[src/shared/sspbs_consts.vh]
/*
 supply supervisor constants: field widths, reset values, timing counts.
 assumes a 40 MHz system clock.
*/
`ifndef SSPBS_CONSTS_VH
`define SSPBS_CONSTS_VH

`define SSPBS_CLK_MHZ 40
`define SSPBS_TEMPO_US 2000
`define SSPBS_TEMPO_CYC (`SSPBS_TEMPO_US * `SSPBS_CLK_MHZ)
`define SSPBS_LVL_W 3
`define SSPBS_LVL_RST 3'h0
`define SSPBS_EVT_LINE 16
`define SSPBS_MODE_RUN 2'h0
`define SSPBS_MODE_STOP 2'h1
`define SSPBS_MODE_STBY 2'h2
`define SSPBS_REG_FULL 2'h0
`define SSPBS_REG_LOWP 2'h1
`define SSPBS_REG_OFF 2'h2
`define SSPBS_PIN_GPIO 2'h0
`define SSPBS_PIN_OSC 2'h1
`define SSPBS_PIN_TAMP 2'h1
`define SSPBS_PIN_CAL 2'h2
`define SSPBS_PIN_ALRM 2'h3

`endif

[src/hw/sspbs_sync.v]
/*
 two flip-flop synchroniser for an asynchronous level.
 assumes one system clock; the first stage is read only by the second.
*/
`timescale 1ns/100ps
`default_nettype none
module sspbs_sync #(
    parameter RST_VAL = 1'b0
) (
    // clock and reset
    input wire i_clock,
    input wire i_rst,
    input wire i_ce,
    // async level in, synced level out
    input wire i_async,
    output reg o_sync
);
    reg meta_q;

    always @(posedge i_clock) begin
        if (i_rst) begin
            meta_q <= RST_VAL;
            o_sync <= RST_VAL;
        end else if (i_ce) begin
            meta_q <= i_async;
            o_sync <= meta_q;
        end
    end
endmodule
`default_nettype wire

[src/hw/sspbs_top.v]
/*
 supply supervisor and backup switch control: reset hold, voltage detector,
 backup supply selection, backup pin function gating, regulator mode.
 assumes analog comparators deliver asynchronous levels on pins.
*/
`timescale 1ns/100ps
`default_nettype none
`include "sspbs_consts.vh"

// Operation
// - hold device reset while main or analog supply is below threshold
// - detector threshold chosen by three-bit level select field
// - detector gives no result unless its enable bit is set
// - output flag shows supply above or below selected threshold
// - detector output drives external event line sixteen
// - interrupt on falling, rising or both edges per line configuration
// - backup supply selection governed by power-down reset circuit
// - backup switch on battery during startup delay and after power-down
// - on main supply all backup pin functions allowed
// - on battery oscillator pins oscillator only, tamper pin restricted
// - regulator enabled at full power after every reset
// - regulator low power in stop only if stop low-power bit set, else full power; off in standby
// - stop entry waits for flash programming and bus access to finish
module sspbs_top #(
    parameter TEMPO_CYC = `SSPBS_TEMPO_CYC,
    parameter LVL_W = `SSPBS_LVL_W
) (
    // clock, reset, enable
    input wire i_clock,
    input wire i_rst,
    input wire i_ce,
    // supply comparators (async)
    input wire i_main_ok,
    input wire i_analog_ok,
    input wire i_det_above,
    // detector control
    input wire [LVL_W-1:0] i_detector_level_select,
    input wire i_detector_enable_bit,
    output reg [LVL_W-1:0] o_det_level,
    output wire o_det_enable,
    output reg o_detector_output_flag,
    // external event line controller
    input wire i_evt_rise_en,
    input wire i_evt_fall_en,
    output reg o_evt_line,
    output reg o_evt_irq,
    // reset and backup switch
    output wire o_sys_reset,
    output reg o_backup_on_battery,
    // backup pin function requests and grants
    input wire [1:0] i_tamper_pin_func,
    input wire [1:0] i_osc_pin_func,
    output reg [1:0] o_backup_tamper_pin_func,
    output reg [1:0] o_backup_osc_in_pin_func,
    output reg [1:0] o_backup_osc_out_pin_func,
    // low power mode control
    input wire [1:0] i_mode_req,
    input wire i_stop_lowpower,
    input wire i_flash_busy,
    input wire i_bus_busy,
    output reg [1:0] o_mode,
    output reg [1:0] o_regulator_mode
);
    localparam ST_ON = 2'h0;
    localparam ST_TEMPO = 2'h1;
    localparam ST_RUN = 2'h2;
    localparam CW = 32;

    wire main_s;
    wire ana_s;
    wire det_s;
    reg [1:0] st_q;
    reg [CW-1:0] cnt_q;
    reg det_prev_q;
    wire supply_ok;

    function [1:0] gate_tamper;
        input on_bat;
        input [1:0] req;
        begin
            if (on_bat && (req == `SSPBS_PIN_GPIO || req == `SSPBS_PIN_CAL))
                gate_tamper = `SSPBS_PIN_TAMP;
            else
                gate_tamper = req;
        end
    endfunction

    sspbs_sync #(.RST_VAL(1'b0)) u_main (
        .i_clock(i_clock), .i_rst(i_rst), .i_ce(i_ce),
        .i_async(i_main_ok), .o_sync(main_s)
    );
    sspbs_sync #(.RST_VAL(1'b0)) u_ana (
        .i_clock(i_clock), .i_rst(i_rst), .i_ce(i_ce),
        .i_async(i_analog_ok), .o_sync(ana_s)
    );
    sspbs_sync #(.RST_VAL(1'b0)) u_det (
        .i_clock(i_clock), .i_rst(i_rst), .i_ce(i_ce),
        .i_async(i_det_above), .o_sync(det_s)
    );

    assign supply_ok = main_s & ana_s;

    // reset until supplies good and tempo done
    assign o_sys_reset = (st_q != ST_RUN);

    always @(posedge i_clock) begin
        if (i_rst) begin
            st_q <= ST_ON;
            cnt_q <= {CW{1'b0}};
            o_backup_on_battery <= 1'b1;
        end else if (i_ce) begin
            case (st_q)
                ST_ON: begin
                    o_backup_on_battery <= 1'b1;
                    cnt_q <= {CW{1'b0}};
                    if (supply_ok)
                        st_q <= ST_TEMPO;
                end
                ST_TEMPO: begin
                    o_backup_on_battery <= 1'b1;
                    if (!supply_ok) begin
                        st_q <= ST_ON;
                    end else if (cnt_q >= TEMPO_CYC - 1) begin
                        st_q <= ST_RUN;
                        o_backup_on_battery <= 1'b0;
                    end else begin
                        cnt_q <= cnt_q + 1'b1;
                    end
                end
                ST_RUN: begin
                    if (!supply_ok) begin
                        st_q <= ST_ON;
                        o_backup_on_battery <= 1'b1;
                    end
                end
                default: begin
                    st_q <= ST_ON;
                    o_backup_on_battery <= 1'b1;
                end
            endcase
        end
    end

    assign o_det_enable = i_detector_enable_bit;

    always @(posedge i_clock) begin
        if (i_rst) begin
            o_det_level <= `SSPBS_LVL_RST;
            o_detector_output_flag <= 1'b0;
            o_evt_line <= 1'b0;
            o_evt_irq <= 1'b0;
            det_prev_q <= 1'b0;
        end else if (i_ce) begin
            o_det_level <= i_detector_level_select;
            // flag high when supply below threshold
            o_detector_output_flag <= i_detector_enable_bit & ~det_s;
            o_evt_line <= i_detector_enable_bit & ~det_s;
            det_prev_q <= o_evt_line;
            o_evt_irq <= (i_evt_rise_en & o_evt_line & ~det_prev_q) |
                (i_evt_fall_en & ~o_evt_line & det_prev_q);
        end
    end

    always @(posedge i_clock) begin
        if (i_rst) begin
            o_backup_tamper_pin_func <= `SSPBS_PIN_TAMP;
            o_backup_osc_in_pin_func <= `SSPBS_PIN_OSC;
            o_backup_osc_out_pin_func <= `SSPBS_PIN_OSC;
        end else if (i_ce) begin
            o_backup_tamper_pin_func <= gate_tamper(o_backup_on_battery, i_tamper_pin_func);
            if (o_backup_on_battery) begin
                o_backup_osc_in_pin_func <= `SSPBS_PIN_OSC;
                o_backup_osc_out_pin_func <= `SSPBS_PIN_OSC;
            end else begin
                o_backup_osc_in_pin_func <= i_osc_pin_func;
                o_backup_osc_out_pin_func <= i_osc_pin_func;
            end
        end
    end

    always @(posedge i_clock) begin
        if (i_rst) begin
            o_mode <= `SSPBS_MODE_RUN;
            o_regulator_mode <= `SSPBS_REG_FULL;
        end else if (i_ce) begin
            case (i_mode_req)
                `SSPBS_MODE_STOP: begin
                    // wait for flash and bus idle
                    if (o_mode == `SSPBS_MODE_STOP || (!i_flash_busy && !i_bus_busy)) begin
                        o_mode <= `SSPBS_MODE_STOP;
                        o_regulator_mode <= i_stop_lowpower ? `SSPBS_REG_LOWP :
                            `SSPBS_REG_FULL;
                    end
                end
                `SSPBS_MODE_STBY: begin
                    o_mode <= `SSPBS_MODE_STBY;
                    o_regulator_mode <= `SSPBS_REG_OFF;
                end
                default: begin
                    o_mode <= `SSPBS_MODE_RUN;
                    o_regulator_mode <= `SSPBS_REG_FULL;
                end
            endcase
        end
    end
endmodule
`default_nettype wire

[config.mk]
export PLATFORM = sky130hd
export DESIGN_NAME = sspbs_top
export DESIGN_NICKNAME = d
export VERILOG_FILES = /design/src/hw/sspbs_sync.v /design/src/hw/sspbs_top.v
export VERILOG_INCLUDE_DIRS = /design/src /design/src/shared
export SDC_FILE = /design/constraint.sdc
export NUM_CORES = 1
export LEC_CHECK = 0
export BUFFER_PORTS_ARGS = -buffer_cell sky130_fd_sc_hd__buf_2
export CORE_AREA = 2 2 67 69
export CTS_BUF_LIST = sky130_fd_sc_hd__clkbuf_4 sky130_fd_sc_hd__clkbuf_8 sky130_fd_sc_hd__clkbuf_16
export CTS_CLUSTER_DIAMETER = 100
export CTS_CLUSTER_SIZE = 28
export DETAILED_ROUTE_END_ITERATION = 7
export DIE_AREA = 0 0 69 71
export PLACE_DENSITY = 0.85
export RECOVER_POWER = 50
export SLEW_MARGIN = 40
export SYNTH_ARGS = -nofsm -noshare
export SYNTH_HDL_FRONTEND = slang
export SYNTH_HIERARCHICAL = 1
export SYNTH_SLANG_ARGS = --single-unit
export TNS_END_PERCENT = 100
[constraint.sdc]
create_clock -name i_clock -period 2.83 [get_ports i_clock]
set_clock_uncertainty 0.05 [all_clocks]
set_input_delay 0.283 -clock i_clock [delete_from_list [all_inputs] [get_ports i_clock]]
set_output_delay 0.283 -clock i_clock [all_outputs]
set_load 0.02 [all_outputs]
* Word level (Yosys, flattened, before mapping)
Cells that the tools add are included.
Storage, ports and cells: register bits 55, output and inout bits 19
Operators by class: bitwise logic cells 10, equality and inequality tests 13, mux-type cells 19, reduce and logical (&&, ||, !) cells 13, $lt $le $gt $ge 1, add/sub/neg operators 1
Operators with widths (count):
- $mux 32 | 2
- $pmux 32 s2 | 1
- $add 32x1->32 const B | 1
- $ge 32x17->1 const B | 1
- $mux 2 | 8
- $ne 2x2->1 const B | 6
- $pmux 2 s2 | 2
- $reduce_and 4->1 | 2
- $and 1x1->1 | 6
- $eq 2x1->1 const B | 3
- $eq 2x2->1 const B | 3
- $pmux 2 s3 | 1
- $logic_not 2->1 | 2
- $mux 1 | 4
- $reduce_and 2->1 | 2
- $ne 3x3->1 const B | 1
- $not 1->1 | 3
- $logic_and 1x1->1 | 2
- $logic_not 1->1 | 2
- $logic_or 1x1->1 | 2
- $pmux 1 s2 | 1
- $reduce_bool 2->1 | 1
- $or 1x1->1 | 1

* Longest topological paths before layout
Gate-level depths: netlist of run 1.
depth after elaboration 5, mapped depth 7

* Hierarchy
Netlist of run 1, hierarchy kept.
Modules (own cells, without submodules):
- sspbs_top | instances 1, cells each 234, area an instance 2152.1 um^2
- sspbs_sync | instances 3, cells each 6, area an instance 67.6 um^2

* Worst setup path after synthesis of run 1
OpenSTA, ideal clock, no wires.
path type reg2reg, start point register cnt_q[7], end point register cnt_q[0], data arrival time 1560 ps, clock period less this slack 1731 ps, setup slack 1099 ps, stages on the path, launching flop included 6, library setup time 121 ps, path through dfxtp_1 nor4_2 o211ai_2 a211oi_4 nor2_2 mux2_2
On the way: word-level cells in the longest chain between the ends 3
Ends and longest elaborated chain:
- from (decl) | RTL line sspbs_top.v:73 | reg [CW-1:0] cnt_q;
- from (signal assigned) | RTL line sspbs_top.v:109 | cnt_q <= {CW{1'b0}};
- from (signal assigned) | RTL line sspbs_top.v:115 | cnt_q <= {CW{1'b0}};
- from (signal assigned) | RTL line sspbs_top.v:127 | cnt_q <= cnt_q + 1'b1;
- $ge 32x17->1 | RTL line sspbs_top.v:123 | end else if (cnt_q >= TEMPO_CYC - 1) begin
- $ne 2x2->1 (no line)
- $reduce_and 4->1 (no line)
Every way passes these cells. A chain may end at the register's enable or synchronous reset.

* Worst setup path after layout of run 1
start point register cnt_q[17], end point register cnt_q[9]
The elaborated chain is that of the path after synthesis.

==> results.sh, run 1 <==
export IMPL_multi_input_area_mm2=0.00118
export IMPL_power_leakage_nw=1.03
export IMPL_antenna_cells_inserted=0
export IMPL_hold_viol=0
export IMPL_synth_most_common_cell="dfxtp_1"
export IMPL_synthSimpleGateAreaFrac_pct=27.5
export IMPL_cts_root_buf="clkbuf_8"
export IMPL_placed_cells=333
export IMPL_vias=1947
export IMPL_ys_async_sr_fraction_pct=0
export IMPL_portBuffers=39
export IMPL_yosysWarnings=6
export IMPL_register_area_mm2=0.00108
export IMPL_grt_pass1_wl_um=8310
export IMPL_yosysSeqAreaShare_pct=45.9
export IMPL_ant_nets=0
export IMPL_total_power_mw=1.40
export IMPL_synth_compound_area_share_pct=15.8
export IMPL_yosys_area_top_type="dfxtp_1"
export IMPL_synthTopCellsByArea="dfxtp_1, mux2i_1, and2_1, nor2_1, nand3_1"
export IMPL_syn2layout_area_growth_pct=12.9
export IMPL_post_route_period_util_pct=75.8
export IMPL_clock_sinks=54
export IMPL_power_density_mw_per_mm2=526
export IMPL_synth_top_area_share_pct=45.9
export IMPL_globalRoute_busiestLayer="met2"
export IMPL_synthAdderAreaFrac_pct=0.531
export IMPL_fillers=371
export IMPL_critPathMaxFanout=11
export IMPL_maxSlewViolCount=0
export IMPL_synth_area_mux_share_pct=6.43
export IMPL_crit_type="reg2reg"
export IMPL_cts_repair_resized=0
export IMPL_gr_usage_met3_pct=4.99
export IMPL_gp_congestion=0.927
export IMPL_post_cts_setup_buffers=0
export IMPL_synth_seq_cells=54
export IMPL_synth_ff_type="dfxtp_1"
export IMPL_end_kind="flop"
export IMPL_clock_path_buffers=2
export IMPL_status="finished, final reports clean"
export IMPL_finalSetupViolCount=0
export IMPL_syn_inst=252
export IMPL_start_util_pct=56.0
export IMPL_min_period_ns=2.14
export IMPL_worstPathCellList="nor4_2 -> nand4_2 -> a2111oi_4 -> a41oi_1 -> a31oi_1"
export IMPL_grt_pass1_vias=1798
export IMPL_placed_cell_area_mm2=0.00256
export IMPL_crit_slowest_cell="a2111oi_4"
export IMPL_ir_drop_mv=0.323
export IMPL_yosysUniqueCellTypes=47
export IMPL_worstPathArrival_ns=2.33
export IMPL_drt_iter0_drc=137
export IMPL_synth_top_family_by_area="simple AND/OR/NAND/NOR gates"
export IMPL_crit_family="compound AO/OA/AOI/OAI gates"
export IMPL_timing_fmax_mhz=466
export IMPL_grt_usage_pct=20.5
export IMPL_synth_edf_count=0
export IMPL_netlist_area_mm2=0.00235
export IMPL_clkTransAtPathRegs_ns=0.10
export IMPL_cts_tree="built"
export IMPL_synth_common_cells="dfxtp_1, nor2_1, and2_1, nand3_1, mux2i_1"
export IMPL_die_w_um=69
export IMPL_antenna_found_initial=0
export IMPL_fp_dieH_um=71
export IMPL_postCtsHoldBufs=0
export IMPL_tightest_slew_ns=1.24
export IMPL_synth_avg_cell_area_um2=9.34
export IMPL_layout_drive_gt1_share_pct=14.9
export IMPL_rsz0062_at_grt="no"
export IMPL_synth_xor_area_share_pct=0
export IMPL_grt_use_met1_pct=26.1
export IMPL_die_area_mm2=0.00490
export IMPL_clock_latency_ns=0.31
export IMPL_nNetsFinal=310
export IMPL_fp_row_count=24
export IMPL_via_per_inst=5.71
export IMPL_postLayoutCellArea_mm2=0.00266
export IMPL_path_buf_inv=0
export IMPL_max_slew_margin_rel_pct=17.6
export IMPL_critical_path_max_stage_delay_ns=0.71
export IMPL_finalSetupTns_ns=0
export IMPL_max_cap_viol_count=0
export IMPL_fin_util_pct=63.2
export IMPL_coreArea_mm2=0.00420
export IMPL_ios=40
export IMPL_syn_num_nets=274
export IMPL_grt_max_degree=30
export IMPL_fin_cells=341
export IMPL_met2_usage_pct=33.4
export IMPL_start_kind="flop"
export IMPL_wirelength_um=4760
export IMPL_post_drt_wl_per_cell_um=14.0
export IMPL_worstHoldPathType="in2reg"
export IMPL_required_ns=3.01
export IMPL_cts_made_buffers=5
export IMPL_drt_drc_violations_left=0
export IMPL_hpwl_um=3450
export IMPL_htreeDepth=2
export IMPL_dr_pass1_iters=4
export IMPL_overflow=0
==> cell families after synthesis <==
kind of cell / Yosys count
AND/OR/NAND/NOR: 115
multiplexers: 15
buffers and inverters: 17
AO/OA/AOI/OAI: 50
flip-flops: 54
adder cells (fa/ha/maj): 1
==> worst reg2reg max path: cells and delay by family, from the launching register on <==
kind            cells  cell delay [ns]
compound gates      3             1.10
simple gates        2             0.58
flops               1             0.35
==> cell type report <==
| type | count | share of cell area, % |
|---|---|---|
| Tap cell | 52 | 2.45 |
| Sequential cell | 54 | 40.7 |
| Multi-Input combinational cell | 181 | 44.5 |
| Clock inverter | 2 | 1.46 |
| Inverter | 4 | 0.565 |
| Timing Repair Buffer | 42 | 7.25 |
| Clock buffer | 6 | 3.11 |
==> report_power, final <==
group,switching [mW],internal [mW],leakage (nW)
clock network,0.249,0.291,0.0618
logic,0.0478,0.0333,0.527
registers,0.00742,0.770,0.437
total,0.304,1.09,1.03
==> final timing paths <==
| check | endpoint | slack [ns] | cells after the start | startpoint |
|---|---|---|---|---|
| worst max register to register | cnt_q[9] | 0.69 | 5 | cnt_q[17] |
| worst min register to register | cnt_q[29] | 0.42 | 1 | cnt_q[29] |
| worst max-delay path | cnt_q[9] | 0.69 | 5 | cnt_q[17] |
| worst min-delay path | u_det/meta_q | 0.16 | 3 | i_det_above |
==> cell usage in the layout, fill, tap and decap left out, drive strengths merged, types with 9 or more instances in the layout <==
cell and instances:
a21oi 12, a31oi 11, clkbuf 24, dfxtp 54
and2 17, buf 24, nand2b 9, nand3 17
nand2 13, mux2i 14, nor2 24
==> state kept, by name (all words and copies together) (netlist names), 2 cells and up <==
register                   count
st_q                           2
o_backup_osc_out_pin_func      2
o_backup_tamper_pin_func       2
o_det_level                    3
cnt_q                         32
o_mode                         2
==> through the flow <==
step	worst slack, ns	hold WS (ns)
4_1_cts	0.672	0.157
3_3_place_gp	0.790	0.395
6_report	0.685	0.164
2_1_floorplan	1.10	0.305
3_5_place_dp	0.703	0.399
5_1_grt	0.428	0.169
==> metal layers <==
layer | wire [µm] | up-vias
li1 | - | 979
met1 | 2220 | 902
met5 | 0 | -
met4 | 96 | 0
met2 | 2220 | 55
met3 | 223 | 11
No activity file was read; power rests on OpenSTA's default activity.
==> run 2: changes to the inputs <==
CORE_AREA = 2 2 72 74   (was 2 2 67 69)
DIE_AREA = 0 0 74 76   (was 0 0 69 71)
PLACE_DENSITY = 0.79   (was 0.85)
clock period = 1.9 ns   (was 2.83 ns; I/O delays follow)
==> results.sh, run 2 (synthesis gave the netlist of run 1 again) <==
export IMPL_status="finished, final reports clean"
export IMPL_finalSetupTns_ns=0
export IMPL_reg_top3="cnt_q: 32 flops, o_det_level: 3 flops"
export IMPL_dr_pass1_iters=4
export IMPL_ir_drop_mv=0.752
export IMPL_rrSetupSlack_ns=0.13
export IMPL_antenna_found_initial=0
export IMPL_pwr_share_comb_pct=5.9
export IMPL_clock_latency_ns=0.32
export IMPL_grt_usage_pct=19.0
export IMPL_critical_path_max_stage_delay_ns=0.35
export IMPL_power_density_mw_per_mm2=737
export IMPL_die_w_um=74
export IMPL_path_buf_inv=1
export IMPL_grt_pass1_vias=1897
export IMPL_worstSetupEndpoint="cnt_q[15]"
export IMPL_min_period_ns=1.77
export IMPL_die_area_mm2=0.00562
export IMPL_multi_input_area_mm2=0.00123
export IMPL_crit_type="reg2reg"
export IMPL_grt_use_met1_pct=24.2
export IMPL_grt_max_degree=30
export IMPL_post_drt_wl_per_cell_um=13.3
export IMPL_clkTransAtPathRegs_ns=0.10
export IMPL_crit_cells=6
export IMPL_critPathMaxFanout=11
export IMPL_gp_congestion=0.887
export IMPL_drt_iter0_drc=83
export IMPL_fp_row_count=26
export IMPL_power_leakage_nw=1.08
export IMPL_holdCritStartpoint="i_osc_pin_func[0]"
export IMPL_max_slew_margin_rel_pct=18.1
export IMPL_switching_share_pct=22.7
export IMPL_reg2reg_from="cnt_q[7]"
export IMPL_coreArea_mm2=0.00491
export IMPL_antenna_cells_inserted=0
export IMPL_clkPwrFrac_pct=38.1
export IMPL_vias=1978
export IMPL_hold_viol=0
export IMPL_max_cap_viol_count=0
export IMPL_grt_pass1_wl_um=8430
export IMPL_cts_made_buffers=5
export IMPL_timing_fmax_mhz=564
export IMPL_via_per_inst=5.35
export IMPL_largest_register="cnt_q"
export IMPL_seq_power_share_pct=55.9
export IMPL_gr_usage_met3_pct=5.29
export IMPL_ant_nets=0
export IMPL_met2_usage_pct=30.4
export IMPL_wirelength_um=4930
export IMPL_p_int_mw=1.60
export IMPL_clock_path_buffers=2
export IMPL_tightest_slew_ns=1.23
export IMPL_htreeDepth=2
export IMPL_overflow=0
export IMPL_clock_sinks=54
export IMPL_end_kind="flop"
export IMPL_crit_slowest_cell="dfxtp_1"
export IMPL_start_util_pct=47.9
export IMPL_ios=40
export IMPL_post_route_period_util_pct=93.3
export IMPL_globalRoute_busiestLayer="met2"
export IMPL_drt_drc_violations_left=0
export IMPL_fp_dieH_um=76
export IMPL_worstPathCellList="nor4_4 -> o211ai_4 -> a2111oi_4 -> buf_6 -> a41oi_1 -> a31oi_1"
export IMPL_cts_tree="built"
export IMPL_hpwl_um=3450
export IMPL_required_ns=2.10
export IMPL_final_cell_mix="dfxtp_1, nor2_1, buf_2"
export IMPL_nNetsFinal=321
export IMPL_r2r_cells=6
export IMPL_start_kind="flop"
export IMPL_startpoint="cnt_q[7]"
export IMPL_fillers=424
export IMPL_finalSetupViolCount=0
export IMPL_largest_reg_flops=32
export IMPL_power_switching_uw=469
export IMPL_worstPathArrival_ns=1.97
export IMPL_portBuffers=39
export IMPL_maxSlewViolCount=0
export IMPL_final_common_cell="dfxtp_1"
export IMPL_syn2layout_area_growth_pct=19.2
export IMPL_layout_drive_gt1_share_pct=19.0
export IMPL_timing_rr_end="cnt_q[15]"
export IMPL_cts_root_buf="clkbuf_8"
export IMPL_register_area_mm2=0.00108
export IMPL_fin_util_pct=57.1
export IMPL_crit_family="compound AO/OA/AOI/OAI gates"
export IMPL_worstHoldPathType="in2reg"
-- run 2: changes by cell type in the layout (fill, tap and decap cells not counted), sizes merged --
cell	previous run	this run
buf	24	34
inv	5	6
-- run 2: worst register-to-register path, cell delays in order (launching register included) --
cell and delay, ns:
dfxtp_1 0.35, nor4_4 0.35, o211ai_4 0.17, a2111oi_4 0.33, buf_6 0.19, a41oi_1 0.12, a31oi_1 0.14
-- run 2: power by group through the flow --
stage | Clock [mW] | Combinational (mW) | Sequential, mW
final | 0.789 | 0.123 | 1.16
after global routing | 0.847 | 0.136 | 1.16
after CTS | 0.808 | 0.126 | 1.16
after detailed placement | 0 | 0.126 | 1.18
after global placement | 0 | 0.124 | 1.18
after floorplan | 0 | 0.0640 | 1.19
-- run 2: stage by stage --
step	instances	power [mW]	instance area [µm²]	hold WS [ns]	setup slack (ns)
after CTS	369	2.09	2780	0.0426	0.0155
after global placement	361	1.31	2660	0.372	0.0821
after floorplan	252	1.26	2350	0.212	0.169
after global routing	370	2.14	2810	0.0454	-0.0332
after detailed placement	361	1.31	2660	0.376	0.0488
final	370	2.07	2810	0.0471	0.128
-- run 2: layer usage --
metal / part of all wire (%) / up-vias
li1: - / 1003
met1: 46 / 937
met2: 49 / 30
met3: 3.0 / 8
met4: 2.0 / 0
met5: 0 / -
-- run 2: final cells by class --
class	instances	area share, %
Sequential cell	54	38.5
Multi-Input combinational cell	181	43.8
Inverter	4	0.535
Timing Repair Buffer	53	9.90
Clock inverter	3	1.69
Clock buffer	5	2.45
Tap cell	70	3.12
-- run 2: repair_timing --
item,in CTS,in global routing
buffers inserted,0,1
setup endpoints to repair,0,16
resized for setup,0,8
hold buffers,0,0
-- run 2: worst min-delay path by stage --
| stage | to | slack (ns) | cells past startpoint |
|---|---|---|---|
| 2_1_floorplan | u_ana/meta_q | 0.21 | 1 |
| 3_3_place_gp | o_backup_osc_out_pin_func[0] | 0.37 | 3 |
| 3_5_place_dp | o_backup_osc_out_pin_func[0] | 0.38 | 3 |
| 4_1_cts | o_backup_osc_out_pin_func[0] | 0.04 | 3 |
| 5_1_grt | o_backup_osc_out_pin_func[0] | 0.05 | 3 |
| 6_report | o_backup_osc_out_pin_func[0] | 0.05 | 3 |
==> run 3: changes to the inputs <==
ABC_AREA = 1   (was not set)
CORE_AREA = 2 2 76 78   (was 2 2 72 74)
DIE_AREA = 0 0 78 80   (was 0 0 74 76)
==> results.sh, run 3 <==
export IMPL_status="finished, final reports clean"
export IMPL_yosys_area_top_type="dfxtp_1"
export IMPL_gr_usage_met3_pct=3.39
export IMPL_clock_latency_ns=0.30
export IMPL_startpoint="cnt_q[1]"
export IMPL_required_ns=2.07
export IMPL_syn_num_nets=415
export IMPL_finalSetupTns_ns=0
export IMPL_dp_slack_ns=0.0394
export IMPL_final_common_cell="nand2_1"
export IMPL_setup_slack_ns=0.119
export IMPL_synth_avg_cell_area_um2=6.86
export IMPL_ios=40
export IMPL_max_slew_margin_rel_pct=10.7
export IMPL_multi_input_area_mm2=0.00138
export IMPL_via_per_inst=4.89
export IMPL_met2_usage_pct=32.7
export IMPL_drt_drc_violations_left=0
export IMPL_power_density_mw_per_mm2=693
export IMPL_critPathMaxFanout=9
export IMPL_largest_reg_flops=32
export IMPL_synth_edf_count=0
export IMPL_dr_pass1_iters=5
export IMPL_p_int_mw=1.53
export IMPL_finalSetupViolCount=0
export IMPL_max_cap_viol_count=0
export IMPL_drt_iter0_drc=95
export IMPL_layout_drive_gt1_share_pct=18.9
export IMPL_htreeDepth=2
export IMPL_yosysSeqAreaShare_pct=40.1
export IMPL_hpwl_um=4010
export IMPL_cts_tree="built"
export IMPL_grt_pass1_wl_um=9680
export IMPL_worstPathCellList="ha_2 -> nand2_2 -> nor2_4 -> nand3_1 -> nor2_2 -> nor2_2 -> nand2_4 -> nand2_4 -> nand2_8 -> buf_4 -> nand2_1 -> a21oi_1"
export IMPL_timing_rr_end="cnt_q[16]"
export IMPL_fp_dieH_um=80
export IMPL_crit_type="reg2reg"
export IMPL_ant_nets=0
export IMPL_total_power_mw=2.12
export IMPL_start_util_pct=49.9
export IMPL_end_kind="flop"
export IMPL_critical_path_max_stage_delay_ns=0.36
export IMPL_hold_viol=0
export IMPL_post_drt_wl_per_cell_um=10.9
export IMPL_syn2layout_area_growth_pct=13.2
export IMPL_reg_top3="cnt_q: 32 flops, o_det_level: 3 flops"
export IMPL_worstPathArrival_ns=1.95
export IMPL_power_switching_uw=583
export IMPL_grt_usage_pct=18.8
export IMPL_grt_pass1_vias=2269
export IMPL_synth_most_common_cell="nand2_1"
export IMPL_die_w_um=78
export IMPL_ir_drop_mv=0.522
export IMPL_pwr_share_comb_pct=13.2
export IMPL_coreArea_mm2=0.00541
export IMPL_syn_inst=393
export IMPL_nNetsFinal=455
export IMPL_die_area_mm2=0.00624
export IMPL_portBuffers=39
export IMPL_wirelength_um=5510
export IMPL_synth_common_cells="nand2_1, nor2_1, dfxtp_1, nand3_1, inv_1"
export IMPL_fp_row_count=27
export IMPL_seq_power_share_pct=57.5
export IMPL_register_area_mm2=0.00108
export IMPL_clkTransAtPathRegs_ns=0.09
export IMPL_clock_path_buffers=2
export IMPL_antenna_cells_inserted=0
export IMPL_globalRoute_busiestLayer="met2"
export IMPL_antenna_found_initial=0
export IMPL_maxSlewViolCount=0
export IMPL_post_route_period_util_pct=93.7
export IMPL_netlist_area_mm2=0.00270
export IMPL_cts_root_buf="clkbuf_8"
export IMPL_yosysWarnings=6
export IMPL_synthTopCellsByArea="dfxtp_1, nand2_1, nor2_1, nand3_1, inv_1"
export IMPL_crit_slowest_cell="dfxtp_2"
export IMPL_timing_fmax_mhz=561
export IMPL_ys_async_sr_fraction_pct=0
export IMPL_start_kind="flop"
export IMPL_tightest_slew_ns=1.34
export IMPL_yosysUniqueCellTypes=29
export IMPL_final_cell_mix="nand2_1, nor2_1, dfxtp_1"
export IMPL_fillers=545
export IMPL_worstSetupEndpoint="cnt_q[16]"
export IMPL_clkPwrFrac_pct=29.3
export IMPL_r2r_cells=12
export IMPL_synth_seq_cells=54
export IMPL_synth_top_area_share_pct=40.1
export IMPL_fin_cells=505
export IMPL_grt_max_degree=28
export IMPL_min_period_ns=1.78
export IMPL_clock_sinks=54
export IMPL_power_leakage_nw=1.29
export IMPL_grt_use_met1_pct=23.8
export IMPL_largest_register="cnt_q"
export IMPL_synth_ff_type="dfxtp_1"
export IMPL_cts_made_buffers=5
export IMPL_overflow=0
export IMPL_vias=2469
export IMPL_reg2reg_from="cnt_q[1]"
export IMPL_gp_congestion=0.916
export IMPL_placed_cells=496
export IMPL_switching_share_pct=27.5
export IMPL_worstHoldPathType="in2reg"
export IMPL_rrSetupSlack_ns=0.12
## run 3: cell families after synthesis
| logic type | after synthesis | synth area share (%) |
|---|---|---|
| AO/OA/AOI/OAI | 42 | 9.37 |
| adder cells (fa/ha/maj) | 1 | 0.464 |
| AND/OR/NAND/NOR | 239 | 40.3 |
| flip-flops | 54 | 40.1 |
| buffers and inverters | 57 | 9.75 |
## run 3: final cells by class
cell class                      count  area share, %
Clock buffer                        5           2.26
Clock inverter                      2          0.451
Inverter                           42           5.70
Multi-Input combinational cell    282           45.3
Sequential cell                    54           35.5
Tap cell                           72           2.95
Timing Repair Buffer               48           7.87
## run 3: metrics by stage
step | utilization, % | hold slack (ns) | instance area [µm²]
after floorplan | - | 0.211 | 2700
after global placement | 54.3 | 0.360 | 2930
after detailed placement | 54.3 | 0.377 | 2930
after CTS | 55.8 | 0.0561 | 3020
after global routing | 56.5 | 0.0773 | 3050
final | 56.5 | 0.0662 | 3050
## run 3: timing repair
action	4_1_cts	5_1_grt
hold buffers	0	0
setup endpoints to repair	0	25
gates resized for setup	0	15
setup buffers	0	2
## run 3: layer usage
metal,share of wire [%],vias to the layer above,wire [µm]
met4,0.73,0,40
met1,47,1114,2580
met3,3.5,4,191
li1,-,1313,-
met2,49,38,2700
met5,0,-,0
## run 3: critical path: cells and delay by family (launching register included)
kind | cells | cell delay, ns
fa+ha+maj | 1 | 0.20
simple gates | 9 | 0.86
compound gates | 1 | 0.11
buf+inv | 1 | 0.12
flops | 1 | 0.36
## run 3: how the worst min path moves through the flow
stage,cells after the start,endpoint,start,slack [ns]
floorplan,1,cnt_q[17],i_rst,0.21
global placement,3,o_backup_osc_out_pin_func[0],i_osc_pin_func[0],0.36
detailed placement,3,o_backup_osc_out_pin_func[0],i_osc_pin_func[0],0.38
CTS,3,o_backup_osc_out_pin_func[0],i_osc_pin_func[0],0.06
global route,3,o_det_level[2],i_detector_level_select[2],0.08
finish,3,o_backup_osc_out_pin_func[0],i_osc_pin_func[0],0.07
## run 3: power groups by stage
stage	Clock (mW)	Sequential [mW]	Combinational (mW)
after floorplan	0	1.25	0.189
after global placement	0	1.24	0.269
after detailed placement	0	1.24	0.276
after CTS	0.641	1.21	0.276
after global routing	0.688	1.22	0.318
final	0.620	1.22	0.280
